$ cat src/core/gscw_consts.vh
// Purpose: constants for the gateway status and control word bank
// Assumes: byte-wide process data port, word held msb first
// Notes:   definitions only
`ifndef GSCW_CONSTS_VH
`define GSCW_CONSTS_VH
// ****************************************
// addresses and widths
// ****************************************
`define GSCW_AW            10
`define GSCW_STAT_HI_ADDR  10'h000
`define GSCW_STAT_LO_ADDR  10'h001
`define GSCW_CTRL_HI_ADDR  10'h200
`define GSCW_CTRL_LO_ADDR  10'h201
// ****************************************
// configuration selection
// ****************************************
`define GSCW_CFG_OFF       2'h0
`define GSCW_CFG_LOCK      2'h1
`define GSCW_CFG_NOLOCK    2'h2
// ****************************************
// status word fields
// ****************************************
`define GSCW_SR_SEND       15
`define GSCW_SR_CONF       14
`define GSCW_SR_VALID      13
`define GSCW_SR_CODE_HI    12
`define GSCW_SR_CODE_LO    8
// ****************************************
// control word fields
// ****************************************
`define GSCW_CR_CONF       15
`define GSCW_CR_SEND       14
`define GSCW_CR_VALID      13
`define GSCW_CR_EXEC       12
`define GSCW_CR_CMD_HI     11
`define GSCW_CR_CMD_LO     8
// ****************************************
// status report codes and commands
// ****************************************
`define GSCW_RPT_RETX      5'h00
`define GSCW_RPT_MISS1     5'h01
`define GSCW_RPT_MISSN     5'h02
`define GSCW_RPT_OVRN      5'h03
`define GSCW_RPT_OTHER     5'h04
`define GSCW_RPT_NOERR     5'h1F
`define GSCW_CMD_DIS       4'h0
`define GSCW_CMD_EN        4'h1
`define GSCW_CMD_FIRSTN    4'h2
`define GSCW_WORD_RST      16'h0000
`endif

$ cat src/core/gscw_regs.v
// Purpose: status word and control word bank of a fieldbus gateway
// Assumes: all inputs come from logic on core_clk; single byte port
// Notes:   bytes outside the two words are left to the process data store
//
// Function
// - words stay inactive after power-up; active only when configured
// - status word at input bytes 0x000-0x001, control at 0x200-0x201
// - each word held msb first at the lower address
// - fully enabled: no subnetwork exchange until control valid bit set
// - disabled or no start-up lock: exchange starts once fieldbus online
// - status valid bit is never cleared by the device once set
// - status bit 13 set once all transactions succeeded, master mode only
// - status bit 15 is send flag, bit 14 is confirm flag
// - status bits 12..8 hold report code, bits 7..0 report data
// - code 0x00 warning on retransmission count rise, data is counter
// - code 0x01 one node missing with address, 0x02 several with count
// - code 0x03 excess data warning, 0x04 undefined error, both address
// - once an error is resolved, report code 0x1F with no data
// - warnings may stand without a following no-error report
// - both parties follow a send/confirm handshake on the words
// - with start-up lock, subnetwork exchange only while control bit 13 is one
// - commands: 0x00 disable node, 0x01 enable node, 0x02 enable first N
`timescale 1ns/1ps
`include "gscw_consts.vh"

module gscw_regs #(
  parameter NODE_CNT = 32
) (
  // clock and reset
  input  wire                   core_clk,
  input  wire                   rst,
  // configuration and fieldbus state
  input  wire [1:0]             cfg_mode,
  input  wire                   master_mode,
  input  wire                   fb_online,
  // process data byte port from the fieldbus side
  input  wire [`GSCW_AW-1:0]    fb_addr,
  input  wire                   fb_wr,
  input  wire                   fb_rd,
  input  wire [7:0]             fb_wdata,
  output reg  [7:0]             fb_rdata,
  output wire                   fb_word_sel,
  // subnetwork events
  input  wire                   ev_all_done,
  input  wire                   ev_retx,
  input  wire                   ev_miss_one,
  input  wire                   ev_miss_many,
  input  wire                   ev_overrun,
  input  wire                   ev_other,
  input  wire                   ev_resolved,
  input  wire [7:0]             ev_data,
  // subnetwork control
  output wire                   exchange_en,
  output reg  [NODE_CNT-1:0]    node_enable,
  output reg                    cmd_pulse,
  output reg  [3:0]             cmd_code,
  output reg  [7:0]             cmd_data
);

  // ****************************************
  // start-up states
  // ****************************************
  localparam [2:0] ST_OFF  = 3'b001;
  localparam [2:0] ST_WAIT = 3'b010;
  localparam [2:0] ST_RUN  = 3'b100;

  reg [2:0]  state_q;
  reg [2:0]  state_d;
  reg        active_q;
  reg [15:0] ctrl_q;
  reg        sr_send_q;
  reg        sr_conf_q;
  reg        sr_valid_q;
  reg [4:0]  rpt_code_q;
  reg [7:0]  rpt_data_q;
  reg        pend_q;
  reg [4:0]  pend_code_q;
  reg [7:0]  pend_data_q;
  reg        err_q;
  reg        cr_send_seen_q;

  wire [15:0] status_word;
  wire        ctrl_hi_wr;
  wire        ctrl_lo_wr;
  wire        publish;
  wire        new_cmd;
  wire        ev_any;
  wire        ev_err;
  reg  [4:0]  ev_code;

  // word byte decode for fb_word_sel and the read path; control writes compare their addresses directly
  function is_word_addr;
    input [`GSCW_AW-1:0] a;
    begin
      is_word_addr = (a == `GSCW_STAT_HI_ADDR) || (a == `GSCW_STAT_LO_ADDR) ||
                     (a == `GSCW_CTRL_HI_ADDR) || (a == `GSCW_CTRL_LO_ADDR);
    end
  endfunction

  // ****************************************
  // activation and byte access
  // ****************************************

  // configuration is sampled on every clock, words follow it one clock late and stay off until then
  always @(posedge core_clk or posedge rst) begin
    if (rst) begin
      active_q <= 1'b0;
    end else begin
      active_q <= (cfg_mode != `GSCW_CFG_OFF);
    end
  end

  // the block claims its four bytes only while the words are active
  assign fb_word_sel = active_q && is_word_addr(fb_addr);
  assign ctrl_hi_wr  = fb_wr && active_q && (fb_addr == `GSCW_CTRL_HI_ADDR);
  assign ctrl_lo_wr  = fb_wr && active_q && (fb_addr == `GSCW_CTRL_LO_ADDR);

  assign status_word = {sr_send_q, sr_conf_q, sr_valid_q, rpt_code_q, rpt_data_q};

  // control word bytes, high byte at the lower address
  always @(posedge core_clk or posedge rst) begin
    if (rst) begin
      ctrl_q <= `GSCW_WORD_RST;
    end else begin
      if (ctrl_hi_wr) begin
        ctrl_q[15:8] <= fb_wdata;
      end
      if (ctrl_lo_wr) begin
        ctrl_q[7:0] <= fb_wdata;
      end
    end
  end

  // registered read, data one clock after the strobe
  always @(posedge core_clk or posedge rst) begin
    if (rst) begin
      fb_rdata <= 8'h00;
    end else if (fb_rd) begin
      if (!fb_word_sel) begin
        fb_rdata <= 8'h00;
      end else begin
        case (fb_addr)
          `GSCW_STAT_HI_ADDR: begin
            fb_rdata <= status_word[15:8];
          end
          `GSCW_STAT_LO_ADDR: begin
            fb_rdata <= status_word[7:0];
          end
          `GSCW_CTRL_HI_ADDR: begin
            fb_rdata <= ctrl_q[15:8];
          end
          default: begin
            fb_rdata <= ctrl_q[7:0];
          end
        endcase
      end
    end
  end

  // ****************************************
  // start-up gate for subnetwork exchange
  // ****************************************

  // without the lock the gate opens two clocks after the fieldbus goes online and closes at once when it drops
  always @* begin
    state_d = state_q;
    case (state_q)
      ST_OFF: begin
        if (fb_online) begin
          state_d = ST_WAIT;
        end
      end
      ST_WAIT: begin
        if (!fb_online) begin
          state_d = ST_OFF;
        end else if (cfg_mode != `GSCW_CFG_LOCK || !active_q) begin
          state_d = ST_RUN;
        end else if (ctrl_q[`GSCW_CR_VALID]) begin
          state_d = ST_RUN;
        end
      end
      ST_RUN: begin
        if (!fb_online) begin
          state_d = ST_OFF;
        end
      end
      default: begin
        state_d = ST_OFF;
      end
    endcase
  end

  always @(posedge core_clk or posedge rst) begin
    if (rst) begin
      state_q <= ST_OFF;
    end else begin
      state_q <= state_d;
    end
  end

  // with the lock, dropping the valid bit halts exchange again at once
  assign exchange_en = (state_q == ST_RUN) && fb_online &&
                       (cfg_mode != `GSCW_CFG_LOCK || !active_q ||
                        ctrl_q[`GSCW_CR_VALID]);

  // ****************************************
  // status reports
  // ****************************************

  assign ev_any = ev_retx | ev_miss_one | ev_miss_many | ev_overrun | ev_other;
  assign ev_err = ev_miss_one | ev_miss_many | ev_other;

  // priority: errors before warnings when several arrive together
  always @* begin
    ev_code = `GSCW_RPT_RETX;
    if (ev_miss_one) begin
      ev_code = `GSCW_RPT_MISS1;
    end else if (ev_miss_many) begin
      ev_code = `GSCW_RPT_MISSN;
    end else if (ev_other) begin
      ev_code = `GSCW_RPT_OTHER;
    end else if (ev_overrun) begin
      ev_code = `GSCW_RPT_OVRN;
    end
  end

  // a new report goes out only once the control side confirmed the last one
  assign publish = pend_q && (ctrl_q[`GSCW_CR_CONF] == sr_send_q);

  // pending slot keeps the most recent report; a new event beats the publish
  always @(posedge core_clk or posedge rst) begin
    if (rst) begin
      pend_q      <= 1'b0;
      pend_code_q <= `GSCW_RPT_NOERR;
      pend_data_q <= 8'h00;
      err_q       <= 1'b0;
    end else begin
      if (ev_any) begin
        pend_q      <= 1'b1;
        pend_code_q <= ev_code;
        pend_data_q <= ev_data;
      end else if (ev_resolved && err_q) begin
        pend_q      <= 1'b1;
        pend_code_q <= `GSCW_RPT_NOERR;
        pend_data_q <= 8'h00;
      end else if (publish) begin
        pend_q <= 1'b0;
      end
      // warnings leave the error flag alone, they need no closing report
      if (ev_err) begin
        err_q <= 1'b1;
      end else if (ev_resolved) begin
        err_q <= 1'b0;
      end
    end
  end

  // published report, send flag toggles with every new one
  always @(posedge core_clk or posedge rst) begin
    if (rst) begin
      sr_send_q  <= 1'b0;
      rpt_code_q <= `GSCW_RPT_NOERR;
      rpt_data_q <= 8'h00;
    end else if (publish && active_q) begin
      sr_send_q  <= ~sr_send_q;
      rpt_code_q <= pend_code_q;
      rpt_data_q <= pend_data_q;
    end
  end

  // sticky valid flag; only reset clears it
  always @(posedge core_clk or posedge rst) begin
    if (rst) begin
      sr_valid_q <= 1'b0;
    end else if (ev_all_done && master_mode) begin
      sr_valid_q <= 1'b1;
    end
  end

  // ****************************************
  // commands from the control word
  // ****************************************

  // a toggled control send flag marks a new control word; confirm copies it
  assign new_cmd = active_q && (ctrl_q[`GSCW_CR_SEND] != cr_send_seen_q);

  always @(posedge core_clk or posedge rst) begin
    if (rst) begin
      cr_send_seen_q <= 1'b0;
      sr_conf_q      <= 1'b0;
      cmd_pulse      <= 1'b0;
      cmd_code       <= 4'h0;
      cmd_data       <= 8'h00;
    end else begin
      cmd_pulse <= new_cmd && ctrl_q[`GSCW_CR_EXEC];
      if (new_cmd) begin
        cr_send_seen_q <= ctrl_q[`GSCW_CR_SEND];
        sr_conf_q      <= ctrl_q[`GSCW_CR_SEND];
      end
      // fields follow executed commands only; a confirm-only word leaves them
      if (new_cmd && ctrl_q[`GSCW_CR_EXEC]) begin
        cmd_code <= ctrl_q[`GSCW_CR_CMD_HI:`GSCW_CR_CMD_LO];
        cmd_data <= ctrl_q[7:0];
      end
    end
  end

  // node mask: one bit per configured node, out of range addresses ignored
  genvar gi;
  generate
    for (gi = 0; gi < NODE_CNT; gi = gi + 1) begin : g_node
      always @(posedge core_clk or posedge rst) begin
        if (rst) begin
          node_enable[gi] <= 1'b1;
        end else if (cmd_pulse) begin
          case (cmd_code)
            `GSCW_CMD_DIS: begin
              if (cmd_data == gi) begin
                node_enable[gi] <= 1'b0;
              end
            end
            `GSCW_CMD_EN: begin
              if (cmd_data == gi) begin
                node_enable[gi] <= 1'b1;
              end
            end
            `GSCW_CMD_FIRSTN: begin
              node_enable[gi] <= (gi < cmd_data);
            end
            default: begin
              node_enable[gi] <= node_enable[gi];
            end
          endcase
        end
      end
    end
  endgenerate

endmodule

$ cat config.mk
export PLATFORM = sky130hd
export DESIGN_NAME = gscw_regs
export DESIGN_NICKNAME = d
export VERILOG_FILES = /design/src/core/gscw_regs.v
export VERILOG_INCLUDE_DIRS = /design/src /design/src/core
export SDC_FILE = /design/constraint.sdc
export NUM_CORES = 1
export LEC_CHECK = 0
export ABC_AREA = 0
export BUFFER_PORTS_ARGS = -buffer_cell sky130_fd_sc_hd__buf_2
export CAP_MARGIN = 30
export CORE_MARGIN = 3
export CORE_UTILIZATION = 56
export CTS_CLUSTER_SIZE = 30
export DETAILED_ROUTE_END_ITERATION = 8
export PLACE_DENSITY_LB_ADDON = 0.3
export SYNTH_ARGS = -nofsm -noshare
export SYNTH_HDL_FRONTEND = slang
export SYNTH_SLANG_ARGS = --single-unit
$ cat constraint.sdc
create_clock -name core_clk -period 3.8 [get_ports core_clk]
set_input_delay 0.76 -clock core_clk [delete_from_list [all_inputs] [get_ports core_clk]]
set_output_delay 0.76 -clock core_clk [all_outputs]
set_load 0.005 [all_outputs]
# Yosys cells after proc, flatten, opt, wreduce, memory -nomap -nowiden
# Cells that the tools add are included.
[word_totals]
ff_bits = 104
input_bits = 41
out_inout_bits = 55
elab_cells = 373
[op_classes]
magnitude_cmp = 32
reduce_logical = 59
mux = 117
bitwise_logic = 7
eq_ne = 109
[op_table]
columns = ["cell", "count"]
rows = [
  ["!= test 2 bit, second input constant", 66],
  ["equality test 8 x 5 -> 1 bit, second input constant", 16],
  ["less-than comparator 5 x 8 -> 1 bit, first input constant", 16],
  ["AND reduction 4 bit", 32],
  ["case mux 1 bit (3 select lines)", 32],
  ["two-way mux 1 bit", 69],
  ["equality test 8 x 4 -> 1 bit, second input constant", 8],
  ["less-than comparator 4 x 8 -> 1 bit, first input constant", 8],
  ["equality test 8 x 3 -> 1 bit, second input constant", 4],
  ["less-than comparator 3 x 8 -> 1 bit, first input constant", 4],
  ["two-way mux 3 bit", 8],
  ["two-way mux 8 bit", 3],
  ["case mux 8 bit (3 select lines)", 1],
  ["equality test 10 bit, second input constant", 2],
  ["equality test 8 x 2 -> 1 bit, second input constant", 2],
  ["less-than comparator 1 x 8 -> 1 bit, first input constant", 2],
  ["less-than comparator 2 x 8 -> 1 bit, first input constant", 2],
  ["logical AND 1 bit", 12],
  ["equality test 10 x 1 -> 1 bit, second input constant", 1],
  ["logical NOT 10 bit", 1],
  ["two-way mux 5 bit", 2],
  ["case mux 3 bit (3 select lines)", 1],
  ["equality test 8 x 1 -> 1 bit, second input constant", 1],
  ["logical NOT 8 bit", 1],
  ["other kinds (18)", 30],
]

# Longest topological paths before layout
# Gate-level depths: netlist of run 1.
[logic_depth]
depth_word = 6
ltp_mapped = 7

# Worst setup path after synthesis of run 1
# Ideal clock, no wire load.
[synth_timing]
path_kind = "input port to flip-flop"
startpoint = "in fb_addr[3]"
endpoint = "reg ctrl_q[0]"
required_ns = 3.673
path_stages = 4
arrival_time_ns = 2.090
setup_slack_ns = 1.582
cell_sequence = "nor4_2 nand2_1 nor3_4 mux2_1"
[synth_between]
elab_chain_cells = 2
[synth_rtl]
columns = ["item", "line", "rtl"]
rows = [
  ["from (decl)", "gscw_regs.v:37", "input wire [`GSCW_AW-1:0] fb_addr,"],
  ["equality test 10 bit (no line)", "n/a", ""],
  ["logical AND 1 bit", "gscw_regs.v:116", "assign ctrl_lo_wr = fb_wr && active_q && (fb_addr == `GSCW_CTRL_LO_ADDR);"],
  ["to (signal assigned)", "gscw_regs.v:123", "ctrl_q <= `GSCW_WORD_RST;"],
  ["to (signal assigned)", "gscw_regs.v:129", "ctrl_q[7:0] <= fb_wdata;"],
  ["to (decl)", "gscw_regs.v:70", "reg [15:0] ctrl_q;"],
]
# No other way between the ends.
# A chain may end at the register's enable or synchronous reset.

# Worst setup path in the final report of run 1
[layout_timing]
startpoint = "in fb_addr[7]"
endpoint = "out fb_word_sel"
[layout_between]
elab_chain_cells = 5
elab_cells_between_ends = 8
[layout_rtl]
columns = ["item", "line", "rtl"]
rows = [
  ["equality test 10 x 1 -> 1 bit or logical NOT 10 bit (tied branches)", "n/a", ""],
  ["logical OR 1 bit (2 in series)", "gscw_regs.v:95", "is_word_addr = (a == `GSCW_STAT_HI_ADDR) || (a == `GSCW_STAT_LO_ADDR) ||"],
  ["logical OR 1 bit *", "gscw_regs.v:95", ""],
  ["logical AND 1 bit *", "gscw_regs.v:114", "assign fb_word_sel = active_q && is_word_addr(fb_addr);"],
  ["to (decl)", "gscw_regs.v:42", "output wire fb_word_sel,"],
]
# Every way passes the cells marked *; elsewhere a longest branch is shown, timed or not.

==> run metrics, run 1 <==
synth top area cells=dfrtp_1 (30%), dfstp_2 (21%), mux2_2 (13%); required time worst endpoint=3.04 ns; setup-violating endpoint count in the final report=0; DR WL/cell=between 15 and 20 µm; result of the run=completed; NumNets Final=between 500 and 600; syn avg cell area=between 10 and 15 µm²; number of nets with antenna violations after detailed routing=0; worst vdd rail ir drop=0.0001958 V; die span in y=101.3 µm; fraction of synthesis flops using an asynchronous set or reset pin=100.0%; final critical-path share of the clock period=a little under two thirds; cell accounting for the most synthesized area=dfrtp_1; Post-synth EDFFs=0; wire length of the first global-routing pass=19040 µm; unrepaired setup endpoints after global routing=false; final clock skew=0.01405 ns; overall power consumption=between 0.002 and 0.0025 W; Most used DFF post-synth=dfrtp_1; core region area=slightly below 9000 µm²; Die Width=101.3 µm; number of inserted diodes=0; Worst setup EP type=output pin; number of distinct standard cells referenced by the synthesized netlist=54; worst skew pair latency=about 0.37 ns; maximum buffer depth of the clock tree=2; number of DRC markers in iteration 0=273; CP arrival=around 1.7 ns; combined global-route utilization of all metal layers=a little under a quarter; slowest cell delay on critical path=between 0.4 and 0.5 ns; via count of the first global-routing pass=around 3.8k; TritonRoute pass-1 iters=5; total number of vias=3982; startpoint type of the worst setup path=primary input; count of filler cells inserted in the layout=710; synthesized netlist cell count=between 400 and 500; layout cells sized above 1=~43%; Placement Rows=34; starting density of the core=between 50 and 60%; count of buffers inserted at the top-level ports=95; Worst path top cell family by delay=simple AND/OR/NAND/NOR gates; P&R area growth vs syn=15.11%; setup TNS after final layout=0 ns; aggregate routed wire length=approximately 12000 µm; Reg clk slew, reported paths=0.10 ns; Critical Path Slowest Stage Cell=nor4_2; cell repeated most along the worst path=buf_2; buffers plus inverters on the worst setup path=2; post-layout minimum cycle time=roughly 2.4 ns; timing-limited maximum frequency=between 0.4 and 0.5 GHz; warning count from the yosys run=0; Sinks on Clock Net=102; max-cap check violation count=0; Overflow after GRT=0; clock root buffer=clkbuf_8; Util after Layout=between 60% and 70%; estimated wirelength of the detail-placed design=8393 µm; depth of the CTS H-tree=3; post-CTS resize count=0; Worst Path Max Fanout=4; number of placed I/O pins=96; power density of the placed cells=roughly 350 nW/µm²; detailed-route vias per instance=just over 6; number of antenna violations at the first check in global routing=0; post-synth net total=between 400 and 500; area of the die=10260 µm²; count of hold buffers inserted by post-cts repair=0; worst max-slew margin expressed relative to the limit=around 37%; CTS tree=built; kind of critical path=primary input to output pin; weighted congestion reported at the end of routability-driven placement=0.9003; Max Slew Vio Count=0; sequential fraction of the synthesis area=51.22%; largest net degree at the start of global routing=between 80 and 90; total count of hold-check failures in the final report=0; post-synthesis sequential element count=about 100; cell breakdown of the critical path=buf_2, nor4_2, and3_1, buf_2; slew of the pin with the lowest slew margin=between 0.9 and 1 ns; count of buffers added by post-CTS timing repair for setup=0; count of unresolved DRC violations after routing=0; type of the tightest min-delay check=primary input to async pin; Leak=2.606 nW; post-synthesis instance area=between 5000 and 6000 µm²; number of CTS-inserted buffers=9; area share of the largest cell type after synthesis=30.03%
==> power breakdown <==
group / internal, W / total (W) / switching [W]
logic: 0.0000758 / 0.000150 / 0.0000745
clock network: 0.000327 / 0.000748 / 0.000421
registers: 0.00114 / 0.00116 / 0.0000258
total: 0.00154 / 0.00206 / 0.000521
==> cell families after synthesis <==
| group | after synthesis | synth area share, % |
|---|---|---|
| AND/OR/NAND/NOR | 113 | 13.49 |
| AO/OA/AOI/OAI | 122 | 14.87 |
| XOR/XNOR | 3 | 0.5170 |
| flip-flops | 102 | 51.22 |
| multiplexers | 72 | 16.34 |
| buffers and inverters | 43 | 3.569 |
==> per-stage QoR <==
stage / area (µm²) / setup slack, ns / hold WS [ns] / std cells
finish: 5852 / 1.383 / 0.2634 / 649
global route: 5852 / 1.315 / 0.2459 / 649
CTS: 5824 / 1.388 / 0.4766 / 648
detailed placement: 5599 / 1.167 / 0.4552 / 632
global placement: 5599 / 1.316 / 0.4401 / 632
floorplan: 5084 / 0.4324 / 0.4233 / 455
==> cells in the mapped netlist (3+ instances only) <==
library cell and count:
nor2b_1 7, buf_2 4, a21oi_1 49, nor3_1 6
nand2_1 17, clkbuf_1 24, mux2_2 59, dfrtp_1 61
nand3_1 25, o21ai_1 4, o41ai_1 9, dfstp_2 41
nor4_2 4, and2_1 3, a31oi_1 6, o22ai_1 8
nand2b_1 8, xor2_1 3, nor3b_1 3, nor2_1 18
o31ai_1 5, o21ai_0 21, inv_1 13, a22o_1 8
nor4b_1 3, mux2_1 9
==> registers in the layout, indices dropped and copies added, names as in the netlist <==
name            flops
fb_rdata            8
pend_q              1
ctrl_q             16
rpt_code_q          4
cr_send_seen_q      1
active_q            1
sr_valid_q          1
pend_data_q         8
pend_code_q         4
cmd_data            8
err_q               1
node_enable        32
state_q             3
rpt_data_q          8
cmd_code            4
cmd_pulse           1
sr_send_q           1
==> cell usage in the layout, fill, tap and decap left out, types with 3 or more instances in the layout <==
master and instances:
o21ai_0 21, a21oi_1 49, nor4_2 4, nand2_1 17, buf_2 95, xor2_1 3
dfstp_2 41, and2_1 3, nor3_1 5, nor2_1 18, o41ai_1 9, a22o_1 8
o31ai_1 5, mux2_2 59, clkbuf_8 9, nor3b_1 3, a31oi_1 6, inv_1 12
buf_4 4, nor2b_1 7, o22ai_1 8, nand2b_1 8, o21ai_1 4, mux2_1 9
nor4b_1 3, dfrtp_1 61, nand3_1 25
==> metal layers <==
metal / vias up / part of all wire [%] / global-route usage, %
li1: 1849 / - / -
met1: 1951 / 44 / 34.45
met2: 163 / 47 / 34.26
met3: 19 / 7.7 / 5.647
met4: 0 / 1.4 / 6.646
met5: - / 0 / 0
==> area by class of cell <==
cell class	count	area [µm²]	area share [%]
Clock buffer	9	123.9	2.117
Clock inverter	7	101.3	1.732
Inverter	13	51.30	0.8766
Multi-Input combinational cell	310	2303	39.36
Sequential cell	102	2604	44.49
Tap cell	108	135.1	2.309
Timing Repair Buffer	100	533.0	9.108
==> worst paths after layout <==
path / from / to / slack (ns) / cells after the start
min in group core_clk: pend_code_q[0] / pend_code_q[0] / 0.47 / 2
max in group asynchronous: rst / node_enable[1] / 2.95 / 3
hold / removal: rst / cmd_pulse / 0.26 / 2
setup / recovery: fb_addr[7] / fb_word_sel / 1.38 / 4
setup reg to reg: cmd_data[1] / node_enable[30] / 1.63 / 4
hold reg to reg: pend_code_q[0] / pend_code_q[0] / 0.47 / 2
No activity file was read; power rests on OpenSTA's default activity.
==> run 2: changes to the inputs <==
==> constraint.sdc (replaced) <==
create_clock -name core_clk -period 2.4 [get_ports core_clk]
set_input_delay 0.48 -clock core_clk [delete_from_list [all_inputs] [get_ports core_clk]]
set_output_delay 0.48 -clock core_clk [all_outputs]
set_load 0.005 [all_outputs]
==> run 2 against run 1 <==
Critical path depth unchanged. Combinational power up 61%. Critical endpoint is now node_enable[20]. Largest power group unchanged. Highest routed layer unchanged. Via count up 2.4%. Critical path type is now flip-flop to flip-flop. Flip-flop and latch count unchanged. Global-route usage up 0.84 points. Design area up 0.56%. Cell count up 1.7%.
==> run metrics, run 2 (same netlist as run 1, synthesis figures left out) <==
result of the run=completed; slew of the pin with the lowest slew margin=roughly 0.75 ns; post-layout minimum cycle time=2.061 ns; starting density of the core=58.01%; Post-Route Hold Slack=0.2437 ns; worst skew pair latency=approximately 0.37 ns; Placement Rows=34; registers with the most flip-flops=node_enable: 32 flops, ctrl_q: 16 flops; number of flip-flops in the largest register=32; via count of the first global-routing pass=4023; maximum buffer depth of the clock tree=2; worst vdd rail ir drop=~0.0003 V; worst max-slew margin expressed relative to the limit=48.96%; setup-violating endpoint count in the final report=0; CP arrival=2.36 ns; Worst path top cell family by delay=simple AND/OR/NAND/NOR gates; power density of the placed cells=between 500 and 600 nW/µm²; area after detailed placement=roughly 5700 µm²; count of hold buffers inserted by post-cts repair=0; leading cell type in the layout, fill and taps excluded=buf_2; setup TNS after final layout=0 ns; number of CTS-inserted buffers=9; wire length of the first global-routing pass=19720 µm; clock root buffer=clkbuf_8; count of buffers inserted at the top-level ports=95; post-CTS resize count=0; Critical Path Slowest Stage Cell=nor4b_1; area of the die=slightly above 10000 µm²; timing-limited maximum frequency=between 0.4 and 0.5 GHz; CTS tree=built; depth of the CTS H-tree=3; layout cells sized above 1=between 40 and 50%; Most flops, register=node_enable; leading cell types in the layout, fill and taps excluded=buf_2 (95), dfrtp_1 (61), mux2_2 (59); TritonRoute pass-1 iters=6; kind of critical path=flip-flop to flip-flop; detailed-route vias per instance=6.177; P&R area growth vs syn=15.75%; count of buffers added by post-CTS timing repair for setup=0; weighted congestion reported at the end of routability-driven placement=between 0.8 and 0.9; required time worst endpoint=2.70 ns; type of the tightest min-delay check=primary input to async pin; aggregate routed wire length=approximately 12000 µm; max-cap check violation count=0; cell breakdown of the critical path=nor4b_1, a21oi_1, nor2_1, mux2_2; Leak=~2.6 nW; startpoint type of the worst setup path=flip-flop; core region area=8763 µm²; buffers plus inverters on the worst setup path=0; post-route setup slack=between 0.3 and 0.4 ns; total count of hold-check failures in the final report=0; NumNets Final=588; Reg clk slew, reported paths=0.11 ns; number of inserted diodes=0; number of DRC markers in iteration 0=roughly 320; number of placed I/O pins=96; estimated wirelength of the detail-placed design=~8500 µm; number of antenna violations at the first check in global routing=0; Worst Path Max Fanout=17; Max Slew Vio Count=0; final critical-path share of the clock period=between 80 and 90%; slowest cell delay on critical path=0.76 ns; unrepaired setup endpoints after global routing=false; final std cells w/o fill=660; Overflow after GRT=0; DR WL/cell=18.10 µm; combined global-route utilization of all metal layers=between 20% and 30%; total number of vias=between 4k and 5k; # placed instances=about 640; Die Width=101.3 µm; worst slack at placement=between 0.2 and 0.25 ns; number of nets with antenna violations after detailed routing=0; Worst setup EP type=flip-flop; count of filler cells inserted in the layout=roughly 700; final instance area=roughly 5900 µm²; die span in y=between 100 and 150 µm; largest net degree at the start of global routing=between 100 and 150; final clock skew=0.01729 ns; count of unresolved DRC violations after routing=0; Sinks on Clock Net=~100
==> run 2: path summary, 6_finish.rpt <==
| path | to | slack [ns] | from | depth (start not counted) |
|---|---|---|---|---|
| worst max-delay path | node_enable[20] | 0.34 | cmd_data[1] | 4 |
| worst min-delay path | ctrl_q[11] | 0.24 | rst | 3 |
| worst max register to register | node_enable[20] | 0.34 | cmd_data[1] | 4 |
| worst min register to register | pend_code_q[0] | 0.47 | pend_code_q[0] | 2 |
| max in group asynchronous | node_enable[5] | 1.73 | rst | 3 |
| min in group core_clk | pend_code_q[1] | 0.28 | ev_miss_one | 2 |
==> run 2: metal layers <==
metal / vias to the layer above / GRT usage (%) / part of all wire, %
li1: 1870 / - / -
met1: 2011 / 34.57 / 44
met4: 0 / 8.078 / 1.9
met3: 27 / 5.096 / 7.7
met2: 169 / 36.72 / 47
met5: - / 0 / 0
==> run 2: stage by stage <==
step / total power [W] / utilization [%]
2_1_floorplan: 0.002013 / -
3_3_place_gp: 0.002097 / 65.08
4_1_cts: 0.003137 / 67.15
3_5_place_dp: 0.002112 / 65.08
6_report: 0.003105 / 67.15
5_1_grt: 0.003241 / 67.15
==> run 2: cell type report <==
type                            count  area (µm²)  area share (%)
Sequential cell                   102        2604           44.25
Inverter                           13       52.55          0.8930
Clock inverter                      6       53.80          0.9143
Multi-Input combinational cell    310        2303           39.15
Timing Repair Buffer              111       608.1           10.33
Clock buffer                       10       127.6           2.169
Tap cell                          108       135.1           2.296
==> run 2: worst min-delay path: cells and delay by family <==
kind	cells	cell delay [ns]
buf+inv	3	0.59
==> run 2: report_power, final <==
part           total [W]  switching, W  internal, W  leakage (nW)
combinational   0.000241      0.000121     0.000120          1.33
clock            0.00103      0.000628     0.000399        0.0947
sequential       0.00184     0.0000411      0.00180          1.22
